File: config.mk
export PLATFORM = sky130hd
export DESIGN_NAME = pmsc_counters
export DESIGN_NICKNAME = d
export VERILOG_FILES = /design/src/rtl/pmsc_pkg.sv /design/src/rtl/pmsc_counters.sv
export SDC_FILE = /design/constraint.sdc
export NUM_CORES = 1
export LEC_CHECK = 0
export BUFFER_PORTS_ARGS = -buffer_cell sky130_fd_sc_hd__buf_2
export CAP_MARGIN = 30
export CORE_MARGIN = 3
export CORE_UTILIZATION = 55
export DETAILED_ROUTE_END_ITERATION = 6
export GPL_TIMING_DRIVEN = 0
export PLACE_DENSITY = 0.74
export RECOVER_POWER = 50
export SYNTH_ARGS = -nofsm -noshare
export SYNTH_HDL_FRONTEND = slang
export SYNTH_SLANG_ARGS = --single-unit
File: constraint.sdc
create_clock -name mclk_in -period 3.2 [get_ports mclk_in]
set_input_delay 0.48 -clock mclk_in [delete_from_list [all_inputs] [get_ports mclk_in]]
set_output_delay 0.48 -clock mclk_in [all_outputs]
set_load 0.03 [all_outputs]
File: src/rtl/pmsc_pkg.sv
// Package for the port MAC statistics counter bank: map, resets, event carriers.
package pmsc_pkg;

	// ------------------------------------------------------------
	// Register indexes; the byte address is four times the index.
	// ------------------------------------------------------------
	localparam logic [7:0] IDX_RX_FRAME_TOTAL = 8'ha0;
	localparam logic [7:0] IDX_RX_BROADCAST_FRAMES = 8'ha1;
	localparam logic [7:0] IDX_RX_MULTICAST_FRAMES = 8'ha2;
	localparam logic [7:0] IDX_RX_UNICAST_FRAMES = 8'ha3;
	localparam logic [7:0] IDX_RX_FCS_ERROR_FRAMES = 8'ha4;
	localparam logic [7:0] IDX_RX_ALIGNMENT_ERRORS = 8'ha5;
	localparam logic [7:0] IDX_RX_LENGTH_ERRORS = 8'ha6;
	localparam logic [7:0] IDX_RX_PHY_ERROR_FRAMES = 8'ha7;
	localparam logic [7:0] IDX_TX_FRAME_TOTAL = 8'ha8;
	localparam logic [7:0] IDX_TX_BROADCAST_FRAMES = 8'ha9;
	localparam logic [7:0] IDX_TX_MULTICAST_FRAMES = 8'haa;
	localparam logic [7:0] IDX_TX_UNICAST_FRAMES = 8'hab;
	localparam logic [7:0] IDX_RX_DROPS_FIFO_FULL = 8'hac;
	localparam logic [7:0] IDX_RX_DROPS_FILTERED = 8'had;
	localparam logic [7:0] IDX_RX_GAP_ERROR_FRAMES = 8'hae;
	localparam logic [7:0] IDX_RX_MIN_GAP_THRESHOLD = 8'hb5;
	localparam logic [7:0] IDX_RX_MAX_LENGTH_LIMIT = 8'hb6;
	localparam logic [7:0] IDX_RX_MIN_LENGTH_LIMIT = 8'hb7;

	// ------------------------------------------------------------
	// Counter slots, widths and reset values.
	// ------------------------------------------------------------
	localparam int CNT_NUM = 15;
	localparam int CNT_W = 32;
	localparam int SLOT_RX_TOTAL = 0;
	localparam int SLOT_RX_BCAST = 1;
	localparam int SLOT_RX_MCAST = 2;
	localparam int SLOT_RX_UCAST = 3;
	localparam int SLOT_RX_FCS = 4;
	localparam int SLOT_RX_ALIGN = 5;
	localparam int SLOT_RX_LENGTH = 6;
	localparam int SLOT_RX_PHY = 7;
	localparam int SLOT_TX_TOTAL = 8;
	localparam int SLOT_TX_BCAST = 9;
	localparam int SLOT_TX_MCAST = 10;
	localparam int SLOT_TX_UCAST = 11;
	localparam int SLOT_DROP_FULL = 12;
	localparam int SLOT_DROP_FILT = 13;
	localparam int SLOT_RX_GAP = 14;
	localparam logic [31:0] CNT_RESET = 32'h0;
	localparam logic [5:0] GAP_THRESHOLD_RESET = 6'ha;
	localparam logic [15:0] MAX_LENGTH_RESET = 16'h618;
	localparam logic [15:0] MIN_LENGTH_RESET = 16'h40;
	localparam int GAP_UNIT_SHIFT = 3;

	// ------------------------------------------------------------
	// Destination classes and per-frame event carriers.
	// ------------------------------------------------------------
	typedef enum logic [1:0] {CLS_UNICAST, CLS_MULTICAST, CLS_BROADCAST} pmsc_class_type;

	typedef struct packed {
		logic valid;
		logic [47:0] dest_addr;
		logic [15:0] length;
		logic [15:0] gap_bits;
		logic fcs_err;
		logic align_err;
		logic phy_err;
		logic filter_reject;
		logic to_host;
		logic to_port;
		logic host_fifo_full;
		logic port_fifo_full;
	} pmsc_rx_event_type;

	typedef struct packed {
		logic valid;
		logic [47:0] dest_addr;
	} pmsc_tx_event_type;

endpackage : pmsc_pkg

File: src/rtl/pmsc_counters.sv
// Statistics counter bank of the first port MAC with its Avalon-MM slave.
//
// The implementer's own choice: the Avalon-MM register port.
`timescale 1ns/1ps
// Functional notes
// - Total receive counter advances for every received frame, good or bad.
// - Receive broadcast counter advances for good and bad broadcast frames.
// - Receive multicast counter advances for good and bad multicast frames.
// - Receive unicast counter advances once per unicast frame received.
// - FCS error counter advances once per frame failing its check sequence.
// - Alignment error counter advances once per frame flagged misaligned.
// - Length error counter advances once per frame too long or too short.
// - PHY error counter advances once per frame with a receive error.
// - Transmit total counter advances once per frame sent.
// - Transmit broadcast counter advances once per broadcast frame sent.
// - Transmit multicast counter advances once per multicast frame sent.
// - Transmit unicast counter advances once per unicast frame sent.
// - FIFO-full drop counter advances when a frame cannot be queued.
// - Flooded frame counts as full drop only when both FIFOs are full.
// - Filter drop counter advances once per frame rejected by filtering.
// - Gap error counter advances once per frame with a gap violation.
// - All counters are 32-bit, read-only and zero after reset.
// - Gap not above threshold times eight bits drops frame, raises event.
// - Length limits are programmable, default 0x618 maximum and 0x40 minimum.

module pmsc_counters
(
	// Clock and reset.
	input wire logic mclk_in,
	input wire logic rst_n_in,
	// Avalon-MM slave.
	input wire logic [9:0] avs_address_in,
	input wire logic avs_read_in,
	input wire logic avs_write_in,
	input wire logic [3:0] avs_byteenable_in,
	input wire logic [31:0] avs_writedata_in,
	output logic [31:0] avs_readdata_out,
	output logic avs_waitrequest_out,
	// Frame events from the MAC, one-cycle pulses on mclk_in.
	input wire pmsc_pkg::pmsc_rx_event_type rx_event_in,
	input wire pmsc_pkg::pmsc_tx_event_type tx_event_in,
	// Gap error results back to the receive path.
	output logic rx_gap_error_event_out,
	output logic rx_gap_drop_out
);
	import pmsc_pkg::*;

	// ------------------------------------------------------------
	// Declarations.
	// ------------------------------------------------------------
	logic [CNT_W-1:0] cnt [CNT_NUM];
	logic [CNT_NUM-1:0] inc;
	logic [5:0] rx_min_gap_threshold;
	logic [15:0] rx_max_length_limit;
	logic [15:0] rx_min_length_limit;
	pmsc_class_type rx_class;
	pmsc_class_type tx_class;
	logic gap_err;
	logic len_err;
	logic full_drop;
	logic [15:0] gap_limit;
	logic [7:0] word_idx;
	logic aligned;
	logic req;
	logic accept;

	// Destination class: all ones is broadcast, group bit set is multicast.
	function automatic pmsc_class_type classify(input logic [47:0] addr);
		pmsc_class_type cls;
		cls = CLS_UNICAST;
		if (&addr)
			cls = CLS_BROADCAST;
		else if (addr[40])
			cls = CLS_MULTICAST;
		return cls;
	endfunction : classify

	// ------------------------------------------------------------
	// Frame event decode.
	// ------------------------------------------------------------

	// Classify both directions with the same decoder.
	always_comb
	begin
		rx_class = classify(rx_event_in.dest_addr);
		tx_class = classify(tx_event_in.dest_addr);
	end

	// Gap limit is the threshold in octets expressed in bit times.
	assign gap_limit = 16'(rx_min_gap_threshold) << GAP_UNIT_SHIFT;
	// A gap equal to the limit is still an error, only a larger one passes.
	assign gap_err = rx_event_in.gap_bits <= gap_limit;
	// Length outside the programmed window in either direction.
	assign len_err = (rx_event_in.length > rx_max_length_limit) ||
		(rx_event_in.length < rx_min_length_limit);

	// A drop counts only when every chosen destination FIFO is full, so a
	// flooded frame that still reaches one FIFO is not counted.
	assign full_drop = (rx_event_in.to_host || rx_event_in.to_port) &&
		(!rx_event_in.to_host || rx_event_in.host_fifo_full) &&
		(!rx_event_in.to_port || rx_event_in.port_fifo_full);

	// Increment requests, one bit per counter slot.
	always_comb
	begin
		inc = '0;
		inc[SLOT_RX_TOTAL] = rx_event_in.valid;
		inc[SLOT_RX_BCAST] = rx_event_in.valid && rx_class == CLS_BROADCAST;
		inc[SLOT_RX_MCAST] = rx_event_in.valid && rx_class == CLS_MULTICAST;
		inc[SLOT_RX_UCAST] = rx_event_in.valid && rx_class == CLS_UNICAST;
		inc[SLOT_RX_FCS] = rx_event_in.valid && rx_event_in.fcs_err;
		inc[SLOT_RX_ALIGN] = rx_event_in.valid && rx_event_in.align_err;
		inc[SLOT_RX_LENGTH] = rx_event_in.valid && len_err;
		inc[SLOT_RX_PHY] = rx_event_in.valid && rx_event_in.phy_err;
		inc[SLOT_TX_TOTAL] = tx_event_in.valid;
		inc[SLOT_TX_BCAST] = tx_event_in.valid && tx_class == CLS_BROADCAST;
		inc[SLOT_TX_MCAST] = tx_event_in.valid && tx_class == CLS_MULTICAST;
		inc[SLOT_TX_UCAST] = tx_event_in.valid && tx_class == CLS_UNICAST;
		inc[SLOT_DROP_FULL] = rx_event_in.valid && full_drop;
		inc[SLOT_DROP_FILT] = rx_event_in.valid && rx_event_in.filter_reject;
		inc[SLOT_RX_GAP] = rx_event_in.valid && gap_err;
	end

	// ------------------------------------------------------------
	// Counter bank.
	// ------------------------------------------------------------

	// Each counter wraps naturally; software has no write path to them.
	generate
		for (genvar g = 0; g < CNT_NUM; g++)
		begin : gen_cnt
			always_ff @(posedge mclk_in or negedge rst_n_in)
			begin
				if (!rst_n_in)
					cnt[g] <= CNT_RESET;
				else if (inc[g])
					cnt[g] <= cnt[g] + 32'h1;
			end
		end
	endgenerate

	// Gap error event and the matching drop order, one cycle each.
	always_ff @(posedge mclk_in or negedge rst_n_in)
	begin
		if (!rst_n_in)
		begin
			rx_gap_error_event_out <= 1'b0;
			rx_gap_drop_out <= 1'b0;
		end
		else
		begin
			rx_gap_error_event_out <= rx_event_in.valid && gap_err;
			rx_gap_drop_out <= rx_event_in.valid && gap_err;
		end
	end

	// ------------------------------------------------------------
	// Avalon-MM slave.
	// ------------------------------------------------------------

	assign word_idx = avs_address_in[9:2];
	assign aligned = avs_address_in[1:0] == 2'h0;
	assign req = avs_read_in || avs_write_in;
	// The cycle where waitrequest is low is the one that completes a request.
	assign accept = req && !avs_waitrequest_out;

	// Waitrequest drops for one cycle after each request is seen.
	always_ff @(posedge mclk_in or negedge rst_n_in)
	begin
		if (!rst_n_in)
			avs_waitrequest_out <= 1'b1;
		else if (req && avs_waitrequest_out)
			avs_waitrequest_out <= 1'b0;
		else
			avs_waitrequest_out <= 1'b1;
	end

	// Read data is registered in the wait cycle so it stands at acceptance.
	always_ff @(posedge mclk_in or negedge rst_n_in)
	begin
		if (!rst_n_in)
			avs_readdata_out <= 32'h0;
		else if (avs_read_in && avs_waitrequest_out)
		begin
			avs_readdata_out <= 32'h0;
			if (aligned && word_idx >= IDX_RX_FRAME_TOTAL &&
				word_idx <= IDX_RX_GAP_ERROR_FRAMES)
				avs_readdata_out <= cnt[4'(word_idx - IDX_RX_FRAME_TOTAL)];
			else if (aligned && word_idx == IDX_RX_MIN_GAP_THRESHOLD)
				avs_readdata_out <= {26'h0, rx_min_gap_threshold};
			else if (aligned && word_idx == IDX_RX_MAX_LENGTH_LIMIT)
				avs_readdata_out <= {16'h0, rx_max_length_limit};
			else if (aligned && word_idx == IDX_RX_MIN_LENGTH_LIMIT)
				avs_readdata_out <= {16'h0, rx_min_length_limit};
		end
	end

	// Limit registers; writes to counters or unmapped words are dropped.
	always_ff @(posedge mclk_in or negedge rst_n_in)
	begin
		if (!rst_n_in)
		begin
			rx_min_gap_threshold <= GAP_THRESHOLD_RESET;
			rx_max_length_limit <= MAX_LENGTH_RESET;
			rx_min_length_limit <= MIN_LENGTH_RESET;
		end
		else if (accept && avs_write_in && aligned)
		begin
			if (word_idx == IDX_RX_MIN_GAP_THRESHOLD && avs_byteenable_in[0])
				rx_min_gap_threshold <= avs_writedata_in[5:0];
			if (word_idx == IDX_RX_MAX_LENGTH_LIMIT)
			begin
				if (avs_byteenable_in[0])
					rx_max_length_limit[7:0] <= avs_writedata_in[7:0];
				if (avs_byteenable_in[1])
					rx_max_length_limit[15:8] <= avs_writedata_in[15:8];
			end
			if (word_idx == IDX_RX_MIN_LENGTH_LIMIT)
			begin
				if (avs_byteenable_in[0])
					rx_min_length_limit[7:0] <= avs_writedata_in[7:0];
				if (avs_byteenable_in[1])
					rx_min_length_limit[15:8] <= avs_writedata_in[15:8];
			end
		end
	end

	// Each counter moves by one exactly when asked and otherwise holds.
	generate
		for (genvar a = 0; a < CNT_NUM; a++)
		begin : gen_cnt_chk

		end
	endgenerate
endmodule : pmsc_counters

; ---- After elaboration in Yosys (flattened, before gate mapping)
; Cells that the tools add are included.
[classes]
add_sub_neg = 16
magnitude_cmp = 6
n_eq_ne = 7
mux = 12
n_bitwise = 1
n_reduce_logical = 44
[op_table]
columns = cell, n
row1 = $add 32x1->32 const B, 15
row2 = $mux 32, 5
row3 = $bmux 32 s4, 1
row4 = $reduce_and 48->1, 2
row5 = $logic_and 1x1->1, 26
row6 = $eq 8x8->1 const B, 3
row7 = $gt 16x16->1, 1
row8 = $le 16x9->1, 1
row9 = $lt 16x16->1, 1
row10 = $mux 16, 1
row11 = $reduce_and 3->1, 4
row12 = $ge 8x8->1 const B, 1
row13 = $le 8x8->1 const B, 1
row14 = $logic_not 2->1, 3
row15 = $ge 5x5->1 const B, 1
row16 = $logic_or 1x1->1, 5
row17 = $not 4->5, 1
row18 = $eq 2x1->1 const B, 2
row19 = $eq 2x2->1 const B, 2
row20 = $mux 2, 2
row21 = $sub 4x1->4 const B, 1
row22 = $logic_not 1->1, 3
row23 = $mux 1, 3
row24 = $reduce_and 2->1, 1
[word_totals]
ff_bits = 552
out_inout_bits = 35
wordCells = 109

; ---- Longest topological paths before layout
[logic_depth]
depth_word = 6
mapped_depth = 10
ltp_nobuf = 8

; ---- Worst setup path before layout
; Ideal clock, no wire load.
[synth_timing]
path_kind = input to register
startpoint = input avs_address_in[2]
endpoint = register avs_readdata_out[11]
setup_ns = 0.132
t_arrival_ns = 2.217
required_ns = 3.068
slack_ns = 0.851
path_stages = 7
n_path_buf = 3
path_cell_list = buf_6 -> buf_2 -> clkbuf_1 -> mux4_2 -> mux4_2 -> a31oi_1 -> o21ai_1
[synth_between]
elab_chain_cells = 6
[synth_rtl]
columns = item, line
row1 = start: declaration, pmsc_counters.sv:32  ; input wire logic [9:0] avs_address_in,
row2 = $sub 4x1->4 / $eq 8x8->1 (equally long branches), "pmsc_counters.sv:188, pmsc_counters.sv:193"
row3 = $not 4->5 (not written as such) / $logic_and 1x1->1 (equally long branches), "pmsc_counters.sv:188, pmsc_counters.sv:193"
row4 = $bmux 32 s4 / $mux 16 (equally long branches), "pmsc_counters.sv:188, pmsc_counters.sv:193"
row5 = $mux 32 (on tied branches), "pmsc_counters.sv:188, pmsc_counters.sv:191"
row6 = $mux 32 (on tied branches), "pmsc_counters.sv:188, pmsc_counters.sv:189"
row7 = $mux 32 (*), pmsc_counters.sv:186  ; if (aligned && word_idx >= IDX_RX_FRAME_TOTAL &&
row8 = end signal: assignment, pmsc_counters.sv:188  ; avs_readdata_out <= cnt[4'(word_idx - IDX_RX_FRAME_TOTAL)];
row9 = end signal: assignment, pmsc_counters.sv:190  ; avs_readdata_out <= {26'h0, rx_min_gap_threshold};
row10 = end signal: assignment, pmsc_counters.sv:192  ; avs_readdata_out <= {16'h0, rx_max_length_limit};
row11 = end: declaration, pmsc_counters.sv:37  ; output logic [31:0] avs_readdata_out,
; Mark *: on every way between the ends. The rest lies on a longest branch, timed or not. The select of a mux whose other input is x is not followed.
; A chain may end at the register's enable or synchronous reset.

; ---- Worst setup path after layout
[layout_timing]
startpoint = input avs_address_in[2]
endpoint = register avs_readdata_out[27]
[layout_between]
elab_chain_cells = 6
[layout_rtl]
columns = item, line
row1 = $sub 4x1->4, pmsc_counters.sv:188
row2 = $not 4->5 (not written as such), pmsc_counters.sv:188
row3 = $bmux 32 s4, pmsc_counters.sv:188
row4 = $mux 32 (not written as such) (2 in series), pmsc_counters.sv:188
row5 = $mux 32 (*), pmsc_counters.sv:186
; Marked as above.

==> key figures <==
Global route
  • Vias in the first global route: between 20000 and 25000
  • All-Layer GR Usage: between 20 and 30%
  • Final global-route overflow total: 0
  • Initial antenna violation count: 2
  • First-pass GRT wire length: 127 mm
  • Largest net degree at the start of global routing: ~130

Die
  • Die width: around 240 um
  • Top Ports: around 220
  • Die ar.: 56300 um2
  • Core box area: 52800 um2
  • # rows: 84
  • Initial Utilization: between 50% and 60%
  • Die Span Y: about 240 um

Drt
  • Total Routed Length: 81.6 mm
  • Drt drc: 0
  • Via Count: roughly 22000
  • ANT nets after route: 0
  • Starting DRT DRC Count: around 2200
  • Routed length per instance: between 20 and 25 um
  • Vias/cell: around 6.2
  • Pre-antenna DRT Iters: 6

Power and ir drop
  • Leakage: roughly 15 nW
  • Combinational Power Share: between 10 and 15%
  • Sequential power share: between 40 and 50%
  • Internal power: 12.8 mW
  • Clock group share of total power: a little over two fifths
  • PwrDens: roughly 520 nW/um2
  • Max IR drop VDD: approximately 410 uV
  • Tot Pwr: roughly 17 mW
  • Net Sw Power: approximately 4.6 mW
  • Switching Fraction: 26.3%

Setup path
  • R2R setup slack: 190 ps
  • Critical Path Source: avs_address_in[2]
  • Req. time, crit path: roughly 3700 ps
  • R2R Path Start: rx_min_gap_threshold[1]
  • Worst setup EP type: flip-flop
  • Crit path launch type: input pin
  • Worst Setup Path Type: in -> reg
  • Worst Path Arrival: around 3600 ps
  • Critical R2R Capture: cnt[26]
  • Worst reg2reg path depth: 8
  • CP Max Fanout: 10

Synthesis
  • Synthesized flop and latch total: approximately 550
  • Sequential share of the synthesized area: around 47%
  • Cells after synthesis: around 2500
  • Number of distinct library cells after synthesis: 75
  • Cell Area, Synth: ~30000 um2
  • Synth warn: 0
  • Most used DFF post-synth: dfrtp_1
  • Post-synth EDFFs: 0
  • Ys async rst share: between 90% and 100%
  • Net Count, Synth: roughly 2800
  • Syn_area_per_cell: about 12 um2

STA
  • Layout Skew: 23.3 ps
  • RSZ-0062 raised after global routing: no
  • Final Hold Viols: 0
  • FMAX: 329 MHz
  • Relative slew slack: -7.90%
  • Max-slew violation count: roughly 130
  • Final Cycle Share: 95.0%
  • Setup violators final: 0
  • Slew @ Worst Pin: approximately 1600 ps
  • Min Tclk post-route: between 3000 and 4000 ps
  • Setup Total Neg Slack: 0 ps
  • Hold Slack: ~24 ps

Cells and area
  • Design Area, Final: 33400 um2
  • Register area: around 14000 um2
  • Multi-input gate area: approximately 15000 um2
  • Ratio of cells with drive above 1 in the final layout: between 15 and 20%
  • Inserted Diodes: 0
  • Fill count: 4026
  • Synth-to-Final Area Change: 13.4%
  • Final net count: just over 3000
  • Post-Layout Cell Count: roughly 3500

Status
  • Failing checks: capacitance limit, slew limit
  • Run status: finished, violations left

CTS
  • Clock latency on the worst-skew pair: slightly above 600 ps
  • Clk slew on worst S/H paths: ~60 ps
  • Total CTS buffers: 59
  • Cts repair resizes: 0
  • Clk buf depth: 3
  • CTS root buf: clkbuf_16
  • H-tree depth: 2
  • Clk sinks: ~550
  • CTS tree: yes

Placement
  • Gpl congestion: between 0.9 and 1
  • I/O Buffers: 200
  • Placed Instance Area: 31400 um2
  • DP Wirelength: 62.4 mm
  • Inst Count DP: roughly 3400

Min path
  • Hold_sp: avs_write_in
  • Min-Delay Path Class: in -> reg
  • WHS Endpoint: avs_waitrequest_out
  • Hold Path Depth: 2

Job
  • Maxcap violations: 2
==> power groups by stage <==
stage / Clock (mW) / Sequential [mW] / Combinational, mW
CTS: 7.44 / 8.09 / 1.95
global placement: 0 / 8.17 / 1.84
finish: 7.38 / 8.11 / 1.93
global route: 7.76 / 8.17 / 2.10
floorplan: 0 / 8.00 / 1.23
detailed placement: 0 / 8.21 / 1.94
==> worst max path at each step <==
stage	to	slack, ps	cells past startpoint
3_3_place_gp	cnt[161]	-9330	1
5_1_grt	rx_min_length_limit[7]	70	6
2_1_floorplan	avs_readdata_out[11]	850	7
6_report	avs_readdata_out[27]	160	7
3_5_place_dp	cnt[254]	-130	9
4_1_cts	cnt[26]	250	8
==> worst max-delay path, stage by stage <==
cell	delay, ps
clkbuf_2	380
clkbuf_1	620
clkbuf_1	770
mux2i_1	400
o21ai_0	150
mux4_2	520
a22o_1	220
==> routing by layer <==
| metal | share of wire [%] | up-vias | wire [um] | GRT usage [%] |
|---|---|---|---|---|
| met4 | 5.1 | 2 | 4150 | 13.1 |
| met3 | 7.3 | 182 | 5950 | 3.72 |
| met1 | 41 | 11221 | 33900 | 40.3 |
| li1 | - | 9714 | - | - |
| met2 | 46 | 968 | 37700 | 46.3 |
| met5 | 0.016 | - | 13 | 0 |
==> what timing repair did <==
| action | 4_1_cts | 5_1_grt |
|---|---|---|
| hold buffers | 1 | 0 |
| hold endpoints to repair | 90 | 0 |
| setup buffers | 0 | 0 |
==> registers in the layout, summed over array words and instances, names as in the netlist <==
register,flops
cnt,480
avs_readdata_out,32
rx_max_length_limit,16
rx_min_length_limit,16
rx_min_gap_threshold,6
avs_waitrequest_out,1
rx_gap_drop_out,1
==> cells in the mapped netlist (20+ instances only) <==
cell	instances	share of area [%]
and2_1	29	0.62
and3_1	86	1.8
and4_1	38	1.1
buf_2	36	0.61
clkbuf_1	33	0.42
dfrtp_1	544	46
ha_1	52	2.2
inv_1	73	0.93
mux2_2	46	1.8
mux2i_1	43	1.5
mux4_2	127	9.7
nand2_1	233	3.0
nand3_1	149	2.5
nand4_1	154	3.3
nor2_1	128	1.6
nor3_1	31	0.53
o21ai_0	42	0.71
o21ai_1	20	0.34
xnor2_1	354	11
xor2_1	110	3.3
==> area by class of cell <==
type	instances	share of cell area (%)
Buffer	89	1.38
Clock buffer	88	5.45
Clock inverter	21	0.907
Inverter	73	0.821
Multi-Input combinational cell	1832	44.3
Sequential cell	552	41.4
Tap cell	688	2.58
Timing Repair Buffer	205	3.18
==> layout by cell type, fill, tap and decap left out, types with 52 or more instances in the layout <==
| cell | n |
|---|---|
| inv_1 | 73 |
| clkbuf_16 | 61 |
| mux4_2 | 127 |
| nand4_1 | 155 |
| nand3_1 | 150 |
| nand2_1 | 233 |
| nor2_1 | 128 |
| buf_2 | 189 |
| xor2_1 | 110 |
| clkbuf_1 | 89 |
| ha_1 | 52 |
| xnor2_1 | 354 |
| and3_1 | 86 |
| dfrtp_1 | 544 |
==> metrics by stage <==
stage	util (%)	worst slack, ps
after floorplan	-	851
after global placement	59.3	-9330
after detailed placement	59.6	-130
after CTS	63.6	246
after global routing	63.3	65.4
final	63.3	162
==> kinds of logic (layout without fill, tap and decap cells) <==
family	count (synthesis)	in the layout	synth area share (%)
multiplexers	225	225	13.3
flip-flops	552	552	46.9
buffers and inverters	162	476	2.56
AND/OR/NAND/NOR	934	934	17.4
AO/OA/AOI/OAI	156	156	3.65
adder cells (fa/ha/maj)	52	52	2.21
XOR/XNOR	465	465	13.9
Note: power is estimated with default switching activity, not from simulation.
